### src/verilog/chain_addr_regs.vh
// Register map, field layout and timing constants of the chain addressing
`ifndef CHAIN_ADDR_REGS_VH
`define CHAIN_ADDR_REGS_VH
`define AW            8
`define DW            8
`define ID_W          6
`define OFS_CTRL      8'h00
`define OFS_ROLE      8'h01
`define OFS_ADDR0     8'h02
`define OFS_ADDR1     8'h03
`define OFS_SHAD0     8'h04
`define OFS_SHAD1     8'h05
`define OFS_STATUS    8'h06
`define OFS_FAULT     8'h07
`define OFS_DSYNC_LO  8'h10
`define OFS_DSYNC_HI  8'h17
`define OFS_DSYNC_IN  8'h18
`define BIT_DIR       0
`define BIT_LEARN     1
`define BIT_MEMBER    0
`define BIT_END       1
`define ADDR_RESET    6'h00
`define SETTLE_NS     100000
`define CLK_NS        25
`define DSYNC_N       8
`endif

### src/verilog/chain_addr.v
// Daisy-chain node addressing, role flags and port steering
//
// Operation
// Host waits 100 us after direction change
// Host gives every node a distinct address
// Unprogrammed node answers at address zero
// Base node may start at any address
// Host assigns addresses sequentially along chain
// Host activates all nodes before addressing
// Unaddressed node accepts only broadcast writes
// Learned address stored per direction select
// Learn mode mutes forwarding for one frame
// Host sets role flags per chain position
// Broadcast and stack reads need role flags; broadcast reads here need only an address
// Host dummy-writes eight sync registers after reset
// Host starts by setting learn mode
// Host broadcasts consecutive addresses, one per node
// Host sets roles singly or broadcast-then-fix
// Host dummy-reads sync registers, tolerates loss
// Host should read back addresses
// Sync may raise faults; host clears them
// Written address takes effect immediately
// Reset loads operating addresses from OTP
// Shadows never serve as operating address
// Host skips assignment only if programmed
// Host does one-byte dummy after sleep exit
// Chain end disables its upstream transmitter
// Role base if woken by UART, else stack
`timescale 1ns/1ps
`include "chain_addr_regs.vh"
module chain_addr #(
	parameter SETTLE_CYCLES = (`SETTLE_NS + `CLK_NS - 1) / `CLK_NS
) (
	input  wire           ref_clk,
	input  wire           rst_n,
	input  wire [`AW-1:0] addr,
	input  wire [`DW-1:0] wdata,
	input  wire           wr,
	input  wire           rd,
	output reg  [`DW-1:0] rdata,
	input  wire           frame_start,
	input  wire           frame_bcast_wr,
	input  wire           frame_bcast_rd,
	input  wire           frame_stack,
	input  wire           frame_wr,
	input  wire [`AW-1:0] frame_reg,
	input  wire [`DW-1:0] frame_data,
	input  wire [`ID_W-1:0] frame_target,
	input  wire           frame_single,
	input  wire           frame_err,
	output wire           frame_accept,
	input  wire           otp_valid,
	input  wire [`ID_W-1:0] otp_addr0,
	input  wire [`ID_W-1:0] otp_addr1,
	input  wire           wake_uart_pin,
	input  wire           wake_tone_pin,
	input  wire           sleep_exit_signal,
	output wire [`ID_W-1:0] node_id_field,
	output wire           stack_member_flag,
	output wire           chain_end_node,
	output wire           is_base,
	output wire           upper_tx_en,
	output wire           lower_tx_en,
	output wire           upper_rx_en,
	output wire           lower_rx_en,
	output wire           port_settling,
	output wire           addressed
);
	reg             dir_reg;         // Direction select
	reg             learn_reg;       // Address-learn mode
	reg             member_reg;      // Stack-member flag
	reg             end_reg;         // Chain-end flag
	reg [`ID_W-1:0] addr0_reg;       // First-direction address
	reg [`ID_W-1:0] addr1_reg;       // Second-direction address
	reg [`ID_W-1:0] shad0_reg;       // First-direction OTP shadow
	reg [`ID_W-1:0] shad1_reg;       // Second-direction OTP shadow
	reg             addr_done_reg;   // Node has an address
	reg             mute_reg;        // Forwarding muted this frame
	reg             base_reg;        // Woken through UART
	reg             fault_reg;       // Sync fault, sticky
	reg             load_reg;        // OTP load pending after reset
	reg [`DW-1:0]   dsync_reg [0:`DSYNC_N]; // Dummy sync data
	wire            wake_uart;       // Synchronised wake ping
	wire            wake_tone;       // Synchronised wake tone
	wire            sleep_exit;      // Synchronised sleep exit
	reg             sleep_exit_d_reg; // Edge detect delay
	wire            dir_wr;          // Software or frame dir change
	wire            host_wr_ctrl;    // Host write to control register
	wire            f_ok;            // Frame passes filter
	wire            f_wr;            // Accepted frame write
	wire            learn_hit;       // Frame carries own address
	reg             dir_next;
	// True when an address falls into the dummy sync range
	function is_dsync;
		input [`AW-1:0] a;
		begin
			is_dsync = (a >= `OFS_DSYNC_LO) && (a <= `OFS_DSYNC_IN);
		end
	endfunction
	// Index into dummy sync array; range is checked by is_dsync
	function [3:0] dsync_idx;
		input [`AW-1:0] a;
		reg   [`AW-1:0] ofs;
		begin
			ofs       = a - `OFS_DSYNC_LO;
			dsync_idx = ofs[3:0];
		end
	endfunction
	// Pins from outside the domain
	sync2 u_sync_uart (
		.ref_clk (ref_clk),
		.rst_n   (rst_n),
		.d       (wake_uart_pin),
		.q       (wake_uart)
	);
	sync2 u_sync_tone (
		.ref_clk (ref_clk),
		.rst_n   (rst_n),
		.d       (wake_tone_pin),
		.q       (wake_tone)
	);
	sync2 u_sync_sleep (
		.ref_clk (ref_clk),
		.rst_n   (rst_n),
		.d       (sleep_exit_signal),
		.q       (sleep_exit)
	);
	// Operating address picked by direction, never the shadows
	assign node_id_field = dir_reg ? addr1_reg : addr0_reg;
	// Until addressed only broadcast writes pass; errored frames drop
	assign f_ok = !frame_err && (frame_bcast_wr ||
		(addr_done_reg && (frame_bcast_rd ||
		(frame_single && frame_target == node_id_field) ||
		(frame_stack && member_reg))));
	// Accept strobe only while a frame is present
	assign frame_accept = frame_start && f_ok;
	assign f_wr = frame_accept && frame_wr;
	// Learned address goes to the register of the active direction
	assign learn_hit = f_wr && learn_reg &&
		(frame_reg == (dir_reg ? `OFS_ADDR1 : `OFS_ADDR0));
	assign host_wr_ctrl = wr && (addr == `OFS_CTRL);
	// Next direction; a host write beats a frame write in one cycle
	always @* begin
		dir_next = dir_reg;
		if (f_wr && frame_reg == `OFS_CTRL)
			dir_next = frame_data[`BIT_DIR];
		if (host_wr_ctrl)
			dir_next = wdata[`BIT_DIR];
	end
	// Any change restarts the settle window; ports stay dark meanwhile
	assign dir_wr = (dir_next != dir_reg);
	// Ports are reconfigured after a direction change
	settle_timer #(
		.CYCLES (SETTLE_CYCLES),
		.W      (13)
	) u_settle (
		.ref_clk (ref_clk),
		.rst_n   (rst_n),
		.start   (dir_wr),
		.busy    (port_settling)
	);
	// Main register state
	always @(posedge ref_clk or negedge rst_n) begin
		if (!rst_n) begin
			dir_reg       <= 1'b0;
			learn_reg     <= 1'b0;
			member_reg    <= 1'b0;
			end_reg       <= 1'b0;
			addr0_reg     <= `ADDR_RESET;
			addr1_reg     <= `ADDR_RESET;
			shad0_reg     <= `ADDR_RESET;
			shad1_reg     <= `ADDR_RESET;
			addr_done_reg <= 1'b0;
			mute_reg      <= 1'b0;
			base_reg      <= 1'b0;
			fault_reg     <= 1'b0;
			load_reg      <= 1'b1;
			sleep_exit_d_reg <= 1'b0;
		end else begin
			sleep_exit_d_reg <= sleep_exit;
			dir_reg <= dir_next;
			// First cycle after reset copies programmed OTP values
			if (load_reg) begin
				load_reg <= 1'b0;
				if (otp_valid) begin
					addr0_reg     <= otp_addr0;
					addr1_reg     <= otp_addr1;
					shad0_reg     <= otp_addr0;
					shad1_reg     <= otp_addr1;
					addr_done_reg <= 1'b1;
				end
			end
			// Wake source fixes the role; tone wins only without ping
			if (wake_uart)
				base_reg <= 1'b1;
			else if (wake_tone)
				base_reg <= 1'b0;
			// Frame-side writes
			if (f_wr) begin
				case (frame_reg)
				`OFS_CTRL: begin
					learn_reg <= frame_data[`BIT_LEARN];
				end
				`OFS_ROLE: begin
					member_reg <= frame_data[`BIT_MEMBER];
					end_reg    <= frame_data[`BIT_END];
				end
				`OFS_ADDR0: begin
					if (!learn_reg || !dir_reg)
						addr0_reg <= frame_data[`ID_W-1:0];
				end
				`OFS_ADDR1: begin
					if (!learn_reg || dir_reg)
						addr1_reg <= frame_data[`ID_W-1:0];
				end
				default: begin
				end
				endcase
			end
			// One frame kept, learn mode leaves, forwarding muted
			if (learn_hit) begin
				learn_reg     <= 1'b0;
				mute_reg      <= 1'b1;
				addr_done_reg <= 1'b1;
			end else if (frame_start) begin
				mute_reg <= 1'b0;
			end
			// Host-side register writes
			if (wr) begin
				case (addr)
				`OFS_CTRL:  learn_reg  <= wdata[`BIT_LEARN];
				`OFS_ROLE: begin
					member_reg <= wdata[`BIT_MEMBER];
					end_reg    <= wdata[`BIT_END];
				end
				`OFS_ADDR0: addr0_reg <= wdata[`ID_W-1:0];
				`OFS_ADDR1: addr1_reg <= wdata[`ID_W-1:0];
				`OFS_SHAD0: shad0_reg <= wdata[`ID_W-1:0];
				`OFS_SHAD1: shad1_reg <= wdata[`ID_W-1:0];
				default: begin
				end
				endcase
			end
			// Sync faults are sticky; a new one beats the clear
			if (wr && addr == `OFS_FAULT && wdata[0])
				fault_reg <= 1'b0;
			if ((frame_start && frame_err) ||
				(sleep_exit && !sleep_exit_d_reg))
				fault_reg <= 1'b1;
		end
	end
	// Dummy sync storage; written by frames or host, no other effect
	genvar gi;
	generate
		for (gi = 0; gi <= `DSYNC_N; gi = gi + 1) begin : g_dsync
			always @(posedge ref_clk or negedge rst_n) begin
				if (!rst_n)
					dsync_reg[gi] <= 8'h00;
				else if (f_wr && is_dsync(frame_reg) &&
					dsync_idx(frame_reg) == gi)
					dsync_reg[gi] <= frame_data;
				else if (wr && is_dsync(addr) && dsync_idx(addr) == gi)
					dsync_reg[gi] <= wdata;
			end
		end
	endgenerate
	// Read data one cycle after the strobe; unmapped reads zero
	always @(posedge ref_clk or negedge rst_n) begin
		if (!rst_n) begin
			rdata <= 8'h00;
		end else if (rd) begin
			case (addr)
			`OFS_CTRL:   rdata <= {6'h00, learn_reg, dir_reg};
			`OFS_ROLE:   rdata <= {6'h00, end_reg, member_reg};
			`OFS_ADDR0:  rdata <= {2'h0, addr0_reg};
			`OFS_ADDR1:  rdata <= {2'h0, addr1_reg};
			`OFS_SHAD0:  rdata <= {2'h0, shad0_reg};
			`OFS_SHAD1:  rdata <= {2'h0, shad1_reg};
			`OFS_STATUS: rdata <= {4'h0, port_settling, mute_reg,
				base_reg, addr_done_reg};
			`OFS_FAULT:  rdata <= {7'h00, fault_reg};
			default:
				rdata <= is_dsync(addr) ? dsync_reg[dsync_idx(addr)]
					: 8'h00;
			endcase
		end else begin
			rdata <= 8'h00;
		end
	end
	// Direction 0 forwards up, 1 forwards down; base uses one side
	assign upper_tx_en = !dir_reg && !mute_reg && !end_reg &&
		!port_settling;
	assign lower_tx_en = dir_reg && !mute_reg && !end_reg &&
		!port_settling;
	// Base listens only on the side it forwards to; stack uses both
	assign upper_rx_en = !port_settling && (!dir_reg || !base_reg);
	assign lower_rx_en = !port_settling && (dir_reg || !base_reg);
	// Role and state flags straight from registers
	assign stack_member_flag = member_reg;
	assign chain_end_node    = end_reg;
	assign is_base           = base_reg;
	assign addressed         = addr_done_reg;
endmodule // chain_addr

### src/verilog/sync2.v
// Two-flop synchroniser for a level from outside the clock domain
`timescale 1ns/1ps
module sync2 (
	input  wire ref_clk,
	input  wire rst_n,
	input  wire d,
	output wire q
);
	reg meta_reg;  // First stage, read only by second
	reg q_reg;     // Second stage
	// Plain two-stage shift, reset to zero
	always @(posedge ref_clk or negedge rst_n) begin
		if (!rst_n) begin
			meta_reg <= 1'b0;
			q_reg    <= 1'b0;
		end else begin
			meta_reg <= d;
			q_reg    <= meta_reg;
		end
	end
	assign q = q_reg;
endmodule // sync2

### src/verilog/settle_timer.v
// Countdown that holds busy after a direction change
`timescale 1ns/1ps
module settle_timer #(
	parameter CYCLES = 4000,
	parameter W      = 13
) (
	input  wire ref_clk,
	input  wire rst_n,
	input  wire start,
	output wire busy
);
	reg [W-1:0] cnt_reg;  // Cycles left
	// Reload on start, otherwise count down to zero
	always @(posedge ref_clk or negedge rst_n) begin
		if (!rst_n) begin
			cnt_reg <= {W{1'b0}};
		end else if (start) begin
			cnt_reg <= CYCLES[W-1:0];
		end else if (cnt_reg != {W{1'b0}}) begin
			cnt_reg <= cnt_reg - {{(W-1){1'b0}}, 1'b1};
		end
	end
	assign busy = (cnt_reg != {W{1'b0}});
endmodule // settle_timer

### config.mk
export PLATFORM = sky130hd
export DESIGN_NAME = chain_addr
export DESIGN_NICKNAME = d
export VERILOG_FILES = /design/src/verilog/chain_addr.v /design/src/verilog/sync2.v /design/src/verilog/settle_timer.v
export VERILOG_INCLUDE_DIRS = /design/src /design/src/verilog
export SDC_FILE = /design/constraint.sdc
export NUM_CORES = 1
export LEC_CHECK = 0
export ABC_AREA = 1
export BUFFER_PORTS_ARGS = -buffer_cell sky130_fd_sc_hd__buf_2
export CORE_UTILIZATION = 35
export CTS_CLUSTER_SIZE = 30
export DETAILED_ROUTE_END_ITERATION = 16
export GPL_TIMING_DRIVEN = 0
export SLEW_MARGIN = 25
export SYNTH_ARGS = -nofsm -noshare
export SYNTH_HDL_FRONTEND = slang
export SYNTH_SLANG_ARGS = --single-unit
### constraint.sdc
create_clock -name ref_clk -period 2.75 [get_ports ref_clk]
set_clock_uncertainty 0.15 [all_clocks]
set_input_delay 0.55 -clock ref_clk [delete_from_list [all_inputs] [get_ports ref_clk]]
set_output_delay 0.55 -clock ref_clk [all_outputs]
set_load 0.02 [all_outputs]
; Word level (Yosys, flattened, before mapping)
; Index checks and enable logic that the tools add are counted.
[word_totals]
regBits = 133
output_inout_bits = 24
mem_bits_ro = 0
mem_bits_rw = 0
n_memories = 0
latch_bits = 0
wordCells = 224
inputBits = 65
[classes]
eq_ne = 29
bitwise = 1
multipliers = 0
addsub = 3
order_cmp = 5
shift = 0
n_mux = 74
n_div = 0
reduce_logical = 81
[op_table]
columns = cell, n
row1 = $mux 8, 22
row2 = $mux 6, 23
row3 = $pmux 8 s8, 1
row4 = $logic_and 1x1->1, 44
row5 = $bmux 8 s4, 1
row6 = $eq 4x3->1 const B, 8
row7 = $eq 8x2->1 const B, 4
row8 = $eq 8x3->1 const B, 4
row9 = $reduce_bool 2->1, 15
row10 = $mux 13, 2
row11 = $mux 1, 25
row12 = $eq 4x2->1 const B, 4
row13 = $eq 8x1->1 const B, 2
row14 = $ge 8x5->1 const B, 2
row15 = $le 8x5->1 const B, 2
row16 = $logic_not 8->1, 2
row17 = $reduce_bool 13->1, 1
row18 = $sub 13x1->13 const B, 1
row19 = $eq 4x1->1 const B, 2
row20 = $eq 4x4->1 const B, 2
row21 = $eq 8x2->1, 1
row22 = $logic_not 1->1, 8
row23 = $logic_not 4->1, 2
row24 = $logic_or 1x1->1, 8
row25 = 6 further kinds, 7

; Depth between registers and ports, before layout
; Gate-level depths: netlist of run 1.
[logic_depth]
word_depth = 15
depth_mapped = 18
ltp_nobuf = 18

; Cells and area by module
; A second synthesis of run 1 with hierarchy kept.
[hier_totals]
cells_unflattened = 1106
hier_area_um2 = 7836.3
[by_module_without_submodules]
columns = mod, cells_per_inst, n_inst, area_each_um2, seq_area_each_um2
row1 = chain_addr, 978, 1, 6757.7, 2854.0
row2 = settle_timer, 122, 1, 928.4, 325.3
row3 = sync2, 2, 3, 50.0, 50.0

; Worst setup path after synthesis of run 1
; OpenSTA, ideal clock, no wires.
[synth_timing]
kind = register to output
from = register u_settle.cnt_reg[0]
to = output lower_tx_en
stages_incl_launch_ff = 10
slack_ns = -0.301
arrival_ns = 2.351
path_buffers = 2
t_required_ns = 2.050
cell_sequence = dfrtp_1 > inv_1 > ha_1 > nand2_1 > nor4_1 > nand2_1 > or2_2 > clkbuf_1 > clkbuf_1 > nor4_1
[synth_via]
elab_chain_len = 3
[synth_rtl]
columns = element, line_no
row1 = from (decl), settle_timer.v:12  ; reg [W-1:0] cnt_reg;
row2 = from (signal assigned), settle_timer.v:16  ; cnt_reg <= {W{1'b0}};
row3 = from (signal assigned), settle_timer.v:18  ; cnt_reg <= CYCLES[W-1:0];
row4 = from (signal assigned), settle_timer.v:20  ; cnt_reg <= cnt_reg - {{(W-1){1'b0}}, 1'b1};
row5 = $reduce_bool 13->1, settle_timer.v:23  ; assign busy = (cnt_reg != {W{1'b0}});
row6 = named net port_settling, chain_addr.v:66  ; output wire port_settling,
row7 = $logic_not 1->1, chain_addr.v:294  ; !port_settling;
row8 = $logic_and 1x1->1, chain_addr.v:293  ; assign lower_tx_en = dir_reg && !mute_reg && !end_reg &&
row9 = to (decl), chain_addr.v:63  ; output wire lower_tx_en,
; The timed path passes the listed nets, and every way through them passes these cells.

; Worst setup path in the final report of run 1
[layout_timing]
from = register u_settle.cnt_reg[4]
to = output lower_tx_en
[layout_via]
elab_chain_len = 3
[layout_rtl]
columns = element, line_no
row1 = $reduce_bool 13->1, settle_timer.v:23
row2 = $logic_not 1->1, chain_addr.v:294
row3 = $logic_and 1x1->1, chain_addr.v:293
; No other way between the ends.

==> results of run 1 <==
-- report_power, final --
| part | internal [mW] | leakage (nW) | total, mW | switching (mW) |
|---|---|---|---|---|
| logic | 0.364 | 2.38 | 0.946 | 0.582 |
| registers | 2.12 | 1.72 | 2.25 | 0.127 |
| clock network | 1.31 | 0.280 | 2.20 | 0.888 |
-- final cells by class --
cell class	count	area, um2	share of cell area [%]
tap	270	338	3.56
inverter	119	493	5.20
clock inverter	9	77.6	0.818
sequential	133	3330	35.1
multi-input combinational	665	3730	39.4
buffer	28	163	1.72
timing repair buffer	122	866	9.13
clock buffer	23	478	5.04
-- cell families (layout without fill, tap and decap cells) --
kind of cell | Yosys count | after routing | synth area share (%)
XOR/XNOR | 9 | 9 | 1.07
AND/OR/NAND/NOR | 464 | 464 | 28.6
other | 1 | 1 | 0.0510
flip-flops | 133 | 133 | 45.3
adder cells (fa/ha/maj) | 1 | 1 | 0.170
buffers and inverters | 149 | 301 | 8.01
AO/OA/AOI/OAI | 190 | 190 | 16.8
-- placed cells by master, fill, tap and decap left out, types with 7 or more instances in the layout --
cell type  count
dfrtp_1      131
nand3_2        9
clkbuf_16     18
o2111ai_1      7
a21oi_1       23
buf_6         12
nor2_2         7
nand2_2       19
nand3b_1       7
o22ai_1       32
inv_1        100
o21ai_0       45
o211ai_1      53
nand3_1      118
nor2_1        57
buf_2         80
buf_4         25
nand2_1      205
clkbuf_1      19
inv_2          8
-- stage by stage --
| stage | total power, mW | TNS [ps] | setup slack, ps | hold WS (ps) |
|---|---|---|---|---|
| final | 5.39 | 0 | 28.2 | 71.0 |
| after global routing | 5.65 | -2510 | -126 | 62.2 |
| after CTS | 5.36 | -438 | -128 | 66.4 |
| after detailed placement | 3.06 | -36270 | -650 | 185 |
| after global placement | 3.05 | -167260 | -1020 | 183 |
| after floorplan | 2.76 | -274 | -83.5 | 104 |
-- layer usage --
layer,GRT usage (%),up-vias,share of wire [%]
met5,0,-,0.050
met4,8.14,2,1.9
met3,4.29,42,6.0
met2,40.0,259,49
met1,32.0,3631,43
li1,-,3520,-
-- timing repair --
action / CTS / global route
resized for setup: 42 / 84
buffers inserted: 10 / 24
hold buffers: 1 / 0
pin swaps: 11 / 23
hold endpoints to repair: 52 / 0
gates cloned: 0 / 2
endpoints found under the setup margin: 78 / 111
-- worst min path at each step --
| stage | to | slack [ps] | cells after the start |
|---|---|---|---|
| finish | u_sync_tone.meta_reg$_DFF_PN0_ | 70 | 1 |
| global route | u_sync_tone.meta_reg$_DFF_PN0_ | 60 | 1 |
| CTS | u_sync_tone.meta_reg$_DFF_PN0_ | 70 | 1 |
| detailed placement | u_sync_tone.q$_DFF_PN0_ | 180 | 0 |
| global placement | u_sync_sleep.q$_DFF_PN0_ | 180 | 0 |
| floorplan | addr0_reg[0]$_DFF_PN0_ | 100 | 0 |
==> impl_metrics.py, run 1 <==
metrics = {
    "status": {
        "outcome": "finished clean",
    },
    "floorplan": {
        "core_area_um2": 20400,
        "die_w_um": 147,
        "initial_utilization_pct": 36.0,
        "rows": 52,
        "die_h_um": 147,
        "dieArea_um2": 21600,
        "io_pins": 89,
    },
    "finish": {
        "largest_reg_flops": 72,
        "instances_no_fill": 1369,
        "postLayoutCellArea_um2": 9480,
        "fillers": 2019,
        "syn2layout_area_growth_pct": 28.9,
        "fin_nets": 1152,
        "drive_above_1_share_pct": 22.0,
        "n_antenna_cell": 0,
        "post-route-util_pct": 46.4,
    },
    "timing": {
        "report.final.slew_viol_count": 0,
        "post-route-period-util_pct": 99.0,
        "final-setup-viol-count": 0,
        "rsz0062_at_grt": "yes",
        "slew_headroom_pct": 48.2,
        "worst_pin_slew_ps": 773,
        "finalCriticalPeriod_ps": 2720,
        "finalHoldViolCount": 0,
        "max_freq_mhz": 367,
    },
    "detailed_routing": {
        "viasPerCell": 5.44,
        "first_pass_iters": 8,
        "routedWlPerCell_um": 18.9,
        "postRouteAntennaNets": 0,
        "drc": 0,
        "route.vias.total": 7454,
        "drt-initial-drc-count": 632,
        "routed_wl_um": 25900,
    },
    "logic_synthesis": {
        "synthArstFlopShare_pct": 100,
        "avgSynthCellArea_um2": 7.76,
        "seq_area_frac_synth_pct": 45.3,
        "synth_edf_count": 0,
        "synth_top_area_cell": "dfrtp_1",
        "yosysMostFrequentCell": "nand2_1",
        "synth_top_cell_area_share_pct": 44.9,
        "synth_nets": 1013,
        "synth_common_cells": "nand2_1 (224), dfrtp_1 (132), nand3_1 (127)",
        "yosys_warnings": 0,
        "ys_top_cells_by_area": "dfrtp_1 (45%), nand2_1 (11%), nand3_1 (8.6%)",
        "synthCells": 947,
        "ys_ff_latch": 133,
        "ys.flop_type": "dfrtp_1",
        "ys_types": 50,
        "mappedNetlistArea_um2": 7350,
    },
    "critical_path": {
        "cpMaxStageDelayCell": "dfrtp_1",
        "path_class": "reg2out",
        "crit_buf_inv": 2,
        "crit_start": "u_settle.cnt_reg[4]$_DFFE_PN0P_",
        "max_stage_delay_ps": 410,
        "cp_data_arrival_time_ps": 2020,
        "cp_max_fo": 8,
        "start_kind": "flop",
        "reg2reg_from": "dir_reg$_DFF_PN0_",
        "crit_required_ps": 2050,
        "ff2ff_path_depth": 19,
        "critPathCapture": "lower_tx_en",
        "crit_path_frequent_cell": "nor4_4",
        "rrSetupSlack_ps": 130,
        "r2r-end": "dsync_reg[65]$_DFFE_PN0P_",
        "path_cells": "nor2_2 -> inv_2 -> nor4_4 -> nand2_1 -> or2_4 -> nor4_4 -> buf_4",
        "crit_cells": 7,
        "cp_top_family": "simple AND/OR/NAND/NOR gates",
        "end_kind": "primary output",
    },
    "run": {
        "max_cap_violations": 0,
    },
    "clock_network": {
        "clockBufferDepth": 2,
        "clock_latency_ps": 430,
        "cts_tree": "yes",
        "cts.clk_slew.worst_paths_ps": 60,
        "clkSinkCount": 133,
        "root_buffer": "clkbuf_16",
        "cts_htree_levels": 4,
        "cts_buffers": 17,
    },
    "global_routing": {
        "grt_pass1_wl_um": 39900,
        "overflow": 0,
        "first_global_vias": 7079,
        "antenna_found_initial": 1,
        "grt_max_degree": 82,
        "grtUsageTotal_pct": 24.2,
    },
    "placed_design": {
        "dp.cells": 1302,
        "hpwl_um": 18700,
        "placed_area_um2": 8160,
        "place_congestion": 0.924,
        "port_buffers": 84,
    },
    "worst_hold_path": {
        "worstHoldPathType": "in2reg",
        "hp-start": "wake_tone_pin",
    },
    "pwr": {
        "power.density_nw_per_um2": 569,
        "p_leak_nw": 4.38,
        "ir_drop_mv": 0.401,
    },
}
No activity file was read; power rests on OpenSTA's default activity.
==> run 2: changes to the inputs <==
- clock period: 2.75 -> 2.6 ns (I/O delays scaled with it)
==> run 2 against run 1 <==
  * The run now ends with negative setup slack left
  * Clock power up 21%
  * Global-route usage is 1.3 points higher
  * Worst setup slack got worse by 190 ps
  * Register-to-register slack lost 190 ps
  * Sequential share of layout area fell by 3.1 points
==> impl_metrics.py, run 2 (same netlist as run 1, synthesis figures left out) <==
metrics = {
    "placed_design": {
        "hpwl_um": 18900,
        "port_buffers": 84,
        "place_congestion": 0.886,
        "dp.cells": 1302,
    },
    "clock_network": {
        "cts.clk_slew.worst_paths_ps": 60,
        "clockBufferDepth": 2,
        "cts_buffers": 17,
        "cts_tree": "yes",
        "cts_htree_levels": 4,
        "clkSinkCount": 133,
        "clock_latency_ps": 440,
        "root_buffer": "clkbuf_16",
    },
    "critical_path": {
        "end_kind": "primary output",
        "start_kind": "flop",
        "crit_cells": 8,
        "max_stage_delay_ps": 410,
        "path_cells": "nor2_2 -> inv_2 -> nor4_4 -> nand2_1 -> or2_4 -> buf_6 -> a21oi_2 -> buf_4",
        "reg2reg_from": "dir_reg$_DFF_PN0_",
        "crit_start": "u_settle.cnt_reg[4]$_DFFE_PN0P_",
        "path_class": "reg2out",
        "ff2ff_path_depth": 20,
        "r2r-end": "dsync_reg[48]$_DFFE_PN0P_",
        "critPathCapture": "upper_rx_en",
        "rrSetupSlack_ps": -60,
        "cpMaxStageDelayCell": "dfrtp_1",
        "cp_max_fo": 6,
        "cp_data_arrival_time_ps": 2090,
        "crit_required_ps": 1930,
        "crit_buf_inv": 3,
        "cp_top_family": "simple AND/OR/NAND/NOR gates",
    },
    "pwr": {
        "ir_drop_mv": 0.388,
        "power.density_nw_per_um2": 597,
        "p_leak_nw": 4.79,
    },
    "timing": {
        "fin_setup_tns_ps": -1910,
        "rsz0062_at_grt": "yes",
        "finalHoldViolCount": 0,
        "max_freq_mhz": 363,
        "setup_slack_ps": -157,
        "worst_pin_slew_ps": 915,
        "report.final.slew_viol_count": 0,
        "finalCriticalPeriod_ps": 2760,
        "post-route-period-util_pct": 106,
        "final-setup-viol-count": 35,
        "slew_headroom_pct": 38.5,
    },
    "finish": {
        "post-route-util_pct": 50.9,
        "largest_reg_flops": 72,
        "syn2layout_area_growth_pct": 41.3,
        "final_common_cell": "nand2_1",
        "fin_nets": 1175,
        "n_antenna_cell": 0,
        "final_cell_mix": "nand2_1 (170), dfrtp_1 (131), nand3_1 (98)",
        "drive_above_1_share_pct": 30.7,
        "instances_no_fill": 1392,
    },
    "detailed_routing": {
        "drc": 0,
        "routedWlPerCell_um": 19.8,
        "postRouteAntennaNets": 0,
        "first_pass_iters": 5,
        "drt-initial-drc-count": 567,
        "route.vias.total": 7790,
        "viasPerCell": 5.60,
        "routed_wl_um": 27600,
    },
    "global_routing": {
        "antenna_found_initial": 0,
        "first_global_vias": 7605,
        "grtUsageTotal_pct": 25.5,
        "grt_max_degree": 89,
        "overflow": 0,
        "grt_pass1_wl_um": 42000,
    },
    "floorplan": {
        "dieArea_um2": 21600,
        "die_h_um": 147,
        "rows": 52,
        "io_pins": 89,
        "core_area_um2": 20400,
        "die_w_um": 147,
        "initial_utilization_pct": 36.0,
    },
    "status": {
        "outcome": "finished, violations left",
        "violations": "negative setup slack",
    },
    "worst_hold_path": {
        "worstHoldPathType": "in2reg",
    },
    "run": {
        "max_cap_violations": 0,
    },
}
run 2: final cells by class:
class                           instances  area [um2]
Fill cell                            1912       10000
Multi-Input combinational cell        668        4210
Sequential cell                       133        3330
Timing Repair Buffer                  142        1170
Inverter                              119         515
Clock buffer                           21         470
Tap cell                              270         338
Buffer                                 28         186
Clock inverter                         11         171
run 2: worst min path at each step:
stage	start	to	slack, ps	depth (start not counted)
after detailed placement	u_sync_tone.meta_reg$_DFF_PN0_	u_sync_tone.q$_DFF_PN0_	190	0
after global placement	u_sync_tone.meta_reg$_DFF_PN0_	u_sync_tone.q$_DFF_PN0_	190	0
final	sleep_exit_signal	u_sync_sleep.meta_reg$_DFF_PN0_	30	1
after global routing	sleep_exit_signal	u_sync_sleep.meta_reg$_DFF_PN0_	20	1
after floorplan	rst_n	addr0_reg[0]$_DFF_PN0_	70	0
after CTS	sleep_exit_signal	u_sync_sleep.meta_reg$_DFF_PN0_	30	1
run 2: metrics by stage:
stage	cell area (um2)	setup WS [ps]	hold slack, ps	total power, mW
6_report	10400	-157	34.7	6.20
5_1_grt	10400	-243	24.8	6.45
4_1_cts	9700	-299	31.0	6.05
3_5_place_dp	8200	-715	191	3.25
3_3_place_gp	8170	-1100	185	3.23
2_1_floorplan	7410	12.0	74.4	2.93
run 2: repair_timing:
item	CTS	global route
setup buffers	36	17
resized for setup	120	141
hold buffers	1	0
cloned	3	4
pin swaps	30	53
hold endpoints to repair	44	0
endpoints found under the setup margin	109	111
run 2: power breakdown:
part	internal, mW	total, mW	switching, mW
combinational	0.461	1.16	0.702
clock	1.68	2.66	0.973
sequential	2.24	2.38	0.138
total	4.39	6.20	1.81
run 2: metal layers:
layer | vias up | GRT usage [%] | routed length [um]
li1 | 3568 | - | -
met4 | 0 | 11.0 | 908
met2 | 363 | 43.3 | 13700
met1 | 3795 | 31.5 | 11000
met3 | 64 | 5.06 | 2000
met5 | - | 0 | 0
run 2: worst register-to-register path, cell delays in order (launching register included):
cell and delay, ps:
dfrtp_2 460, buf_8 160, nand2_4 80, nand2_4 50, nand2_2 60, nand3_2 70
nor2_2 120, nand2_2 90, nand2_2 80, nand2_4 70, a21oi_4 170, buf_12 140
nand2_8 70, nor2_8 120, buf_12 140, buf_12 110, nand2_8 70, clkinv_8 80
nor2_4 60, nand2_1 120, nand3_1 70
==> run 3: changes to the inputs <==
- BUFFER_PORTS_ARGS: -buffer_cell sky130_fd_sc_hd__buf_2 -> -buffer_cell sky130_fd_sc_hd__clkbuf_2
- SYNTH_HIERARCHICAL: unset -> 1
==> run 3 against run 2 <==
  * The flow still finishes with violations (negative setup slack)
  * Clock-buffer cell count down 2
  * Sequential power is 2% higher
  * Sequential share of layout area up 0.39 points
  * Utilization down 4.0 points
  * Cell count is 11% higher
  * Die area rose by 6.5%
  * Register-to-register slack got worse by 100 ps
  * Maximum frequency down 1.8%
  * Highest routed layer unchanged
==> impl_metrics.py, run 3 <==
metrics = {
    "logic_synthesis": {
        "synthAdderAreaFrac_pct": 0.319,
        "synth_top_area_cell": "dfrtp_1",
        "ys_types": 51,
        "synth_compound_area_share_pct": 11.2,
        "ys_ff_latch": 133,
        "muxShareOfSynthArea_pct": 0,
        "synth_edf_count": 0,
        "synthArstFlopShare_pct": 100,
        "mappedNetlistArea_um2": 7840,
        "ys_top_cells_by_area": "dfrtp_1 (42%), nand2_1 (15%), nand3_1 (13%)",
        "synth-xor-area-share_pct": 0.224,
        "avgSynthCellArea_um2": 7.09,
        "yosysMostFrequentCell": "nand2_1",
        "synth-simple-area-share_pct": 37.2,
        "synth_top_cell_area_share_pct": 42.2,
        "synth_nets": 1173,
        "yosys_warnings": 6,
        "ys.flop_type": "dfrtp_1",
        "synth_common_cells": "nand2_1 (304), nand3_1 (202), dfrtp_1 (132)",
        "synth_top_family_by_area": "simple AND/OR/NAND/NOR gates",
        "synthCells": 1106,
        "seq_area_frac_synth_pct": 42.5,
    },
    "timing": {
        "slew_headroom_pct": 30.0,
        "max_freq_mhz": 356,
        "rsz0062_at_grt": "yes",
        "setup_slack_ps": -209,
        "finalHoldViolCount": 0,
        "fin_setup_tns_ps": -5630,
        "report.final.slew_viol_count": 0,
        "post-route-period-util_pct": 108,
        "whs_ps": 38.0,
        "final-setup-viol-count": 75,
        "worst_pin_slew_ps": 1050,
        "finalCriticalPeriod_ps": 2810,
    },
    "detailed_routing": {
        "drc": 0,
        "route.vias.total": 8442,
        "drt-initial-drc-count": 951,
        "viasPerCell": 5.46,
        "routed_wl_um": 29100,
        "postRouteAntennaNets": 0,
        "first_pass_iters": 5,
        "routedWlPerCell_um": 18.8,
    },
    "pwr": {
        "internal-power_mw": 4.27,
        "seq_power_share_pct": 38.8,
        "p_sw_mw": 1.97,
        "ir_drop_mv": 0.403,
        "power.density_nw_per_um2": 608,
        "clkPwrFrac_pct": 40.5,
        "share_comb_of_total_power_pct": 20.7,
        "power_switching_share_pct": 31.5,
        "p_leak_nw": 5.18,
    },
    "finish": {
        "drive_above_1_share_pct": 24.1,
        "syn2layout_area_growth_pct": 31.0,
        "fin_nets": 1321,
        "final_cell_mix": "nand2_1 (274), nand3_1 (170), dfrtp_1 (131)",
        "n_antenna_cell": 0,
        "post-route-util_pct": 46.9,
        "largest_reg_flops": 72,
        "final_common_cell": "nand2_1",
    },
    "floorplan": {
        "die_h_um": 152,
        "dieArea_um2": 23000,
        "core_area_um2": 21900,
        "initial_utilization_pct": 35.8,
        "io_pins": 89,
        "die_w_um": 152,
        "rows": 54,
    },
    "critical_path": {
        "cpMaxStageDelayCell": "dfrtp_2",
        "start_kind": "flop",
        "cp_max_fo": 5,
        "crit_required_ps": 1930,
        "path_cells": "inv_4 -> buf_6 -> nand2_2 -> nand2_1 -> nand2_1 -> nand2_1 -> nand3_2 -> o21bai_4 -> nand2_2 -> a21oi_4 -> clkbuf_8",
        "path_class": "reg2out",
        "max_stage_delay_ps": 460,
        "cp_top_family": "flip-flops",
        "end_kind": "primary output",
        "crit_buf_inv": 3,
        "crit_path_frequent_cell": "nand2_1",
        "cp_data_arrival_time_ps": 2140,
    },
    "placed_design": {
        "port_buffers": 82,
        "dpl_worst_slack_ps": -662,
        "hpwl_um": 20300,
        "place_congestion": 0.997,
    },
    "run": {
        "max_cap_violations": 0,
    },
    "clock_network": {
        "root_buffer": "clkbuf_16",
        "clkSinkCount": 133,
        "cts.clk_slew.worst_paths_ps": 60,
        "cts_htree_levels": 4,
        "clockBufferDepth": 2,
        "cts_buffers": 17,
        "cts_tree": "yes",
        "clock_latency_ps": 430,
    },
    "global_routing": {
        "overflow": 0,
        "grt_pass1_wl_um": 44800,
        "first_global_vias": 8118,
        "antenna_found_initial": 0,
        "grt_max_degree": 72,
        "grtUsageTotal_pct": 26.4,
    },
    "status": {
        "violations": "negative setup slack",
        "outcome": "finished, violations left",
    },
    "worst_hold_path": {
        "worstHoldPathType": "in2reg",
    },
}
run 3: cell types whose count changed in the layout (fill, tap and decap cells not counted), moves of 9 or more:
cell / previous run / this run
o21ai_0: 37 / 51
nand2_2: 37 / 21
clkbuf_2: 1 / 79
nand3_1: 98 / 170
o211ai_1: 53 / 13
nor2_1: 44 / 87
buf_2: 78 / 2
inv_1: 97 / 120
o21ai_1: 9 / 0
nand2_1: 170 / 274
nand2_8: 9 / 0
run 3: what timing repair did:
action	in CTS	in global routing
setup buffers	36	8
hold buffers	1	0
hold endpoints to repair	56	0
cloned	2	0
gates resized for setup	118	57
setup endpoints to repair	101	115
pin swaps	48	45
run 3: metrics by stage:
step | instance area, um2 | total power [mW] | instances
floorplan | 7850 | 3.17 | 1106
global placement | 8610 | 3.54 | 1468
detailed placement | 8640 | 3.56 | 1469
CTS | 10000 | 6.19 | 1538
global route | 10300 | 6.50 | 1546
finish | 10300 | 6.24 | 1546
run 3: cell families after synthesis:
logic type | count (synthesis)
AND/OR/NAND/NOR | 650
buffers and inverters | 175
AO/OA/AOI/OAI | 143
flip-flops | 133
XOR/XNOR | 2
adder cells (fa/ha/maj) | 2
other | 1
run 3: layer usage:
layer / global-route usage [%] / wire length, um / vias to the layer above
li1: - / - / 3930
met1: 35.3 / 12300 / 4002
met2: 40.6 / 12900 / 431
met3: 6.62 / 2780 / 79
met4: 11.1 / 1090 / 0
met5: 0 / 0 / -
run 3: final cells by class:
type | count | area (um2)
fillers | 2172 | 11600
multi-input cells | 798 | 4300
flip-flops and latches | 133 | 3330
repair buffers | 130 | 950
inverters | 139 | 549
clock buffers | 19 | 453
well taps | 280 | 350
plain buffers | 35 | 176
clock inverters | 12 | 151
run 3: power by group through the flow:
stage	Sequential, mW	Clock [mW]	Combinational (mW)
final	2.42	2.53	1.29
after global routing	2.44	2.62	1.44
after CTS	2.41	2.53	1.24
after detailed placement	2.45	0	1.12
after global placement	2.44	0	1.10
after floorplan	2.41	0	0.760
run 3: path summary, 6_finish.rpt:
path                                                     start                         endpoint  slack [ps]  cells after the start
max in group asynchronous                                rst_n          u_sync_tone/q$_DFF_PN0_        1030                      3
min in group asynchronous                                rst_n         dsync_reg[8]$_DFFE_PN0P_         530                      2
worst min-delay path                         sleep_exit_signal  u_sync_sleep/meta_reg$_DFF_PN0_          40                      1
worst max-delay path                         dir_reg$_DFF_PN0_                     frame_accept        -210                     11
worst max register to register               dir_reg$_DFF_PN0_  u_settle/cnt_reg[2]$_DFFE_PN0P_        -160                     19
worst min register to register  u_sync_uart/meta_reg$_DFF_PN0_          u_sync_uart/q$_DFF_PN0_         200                      0
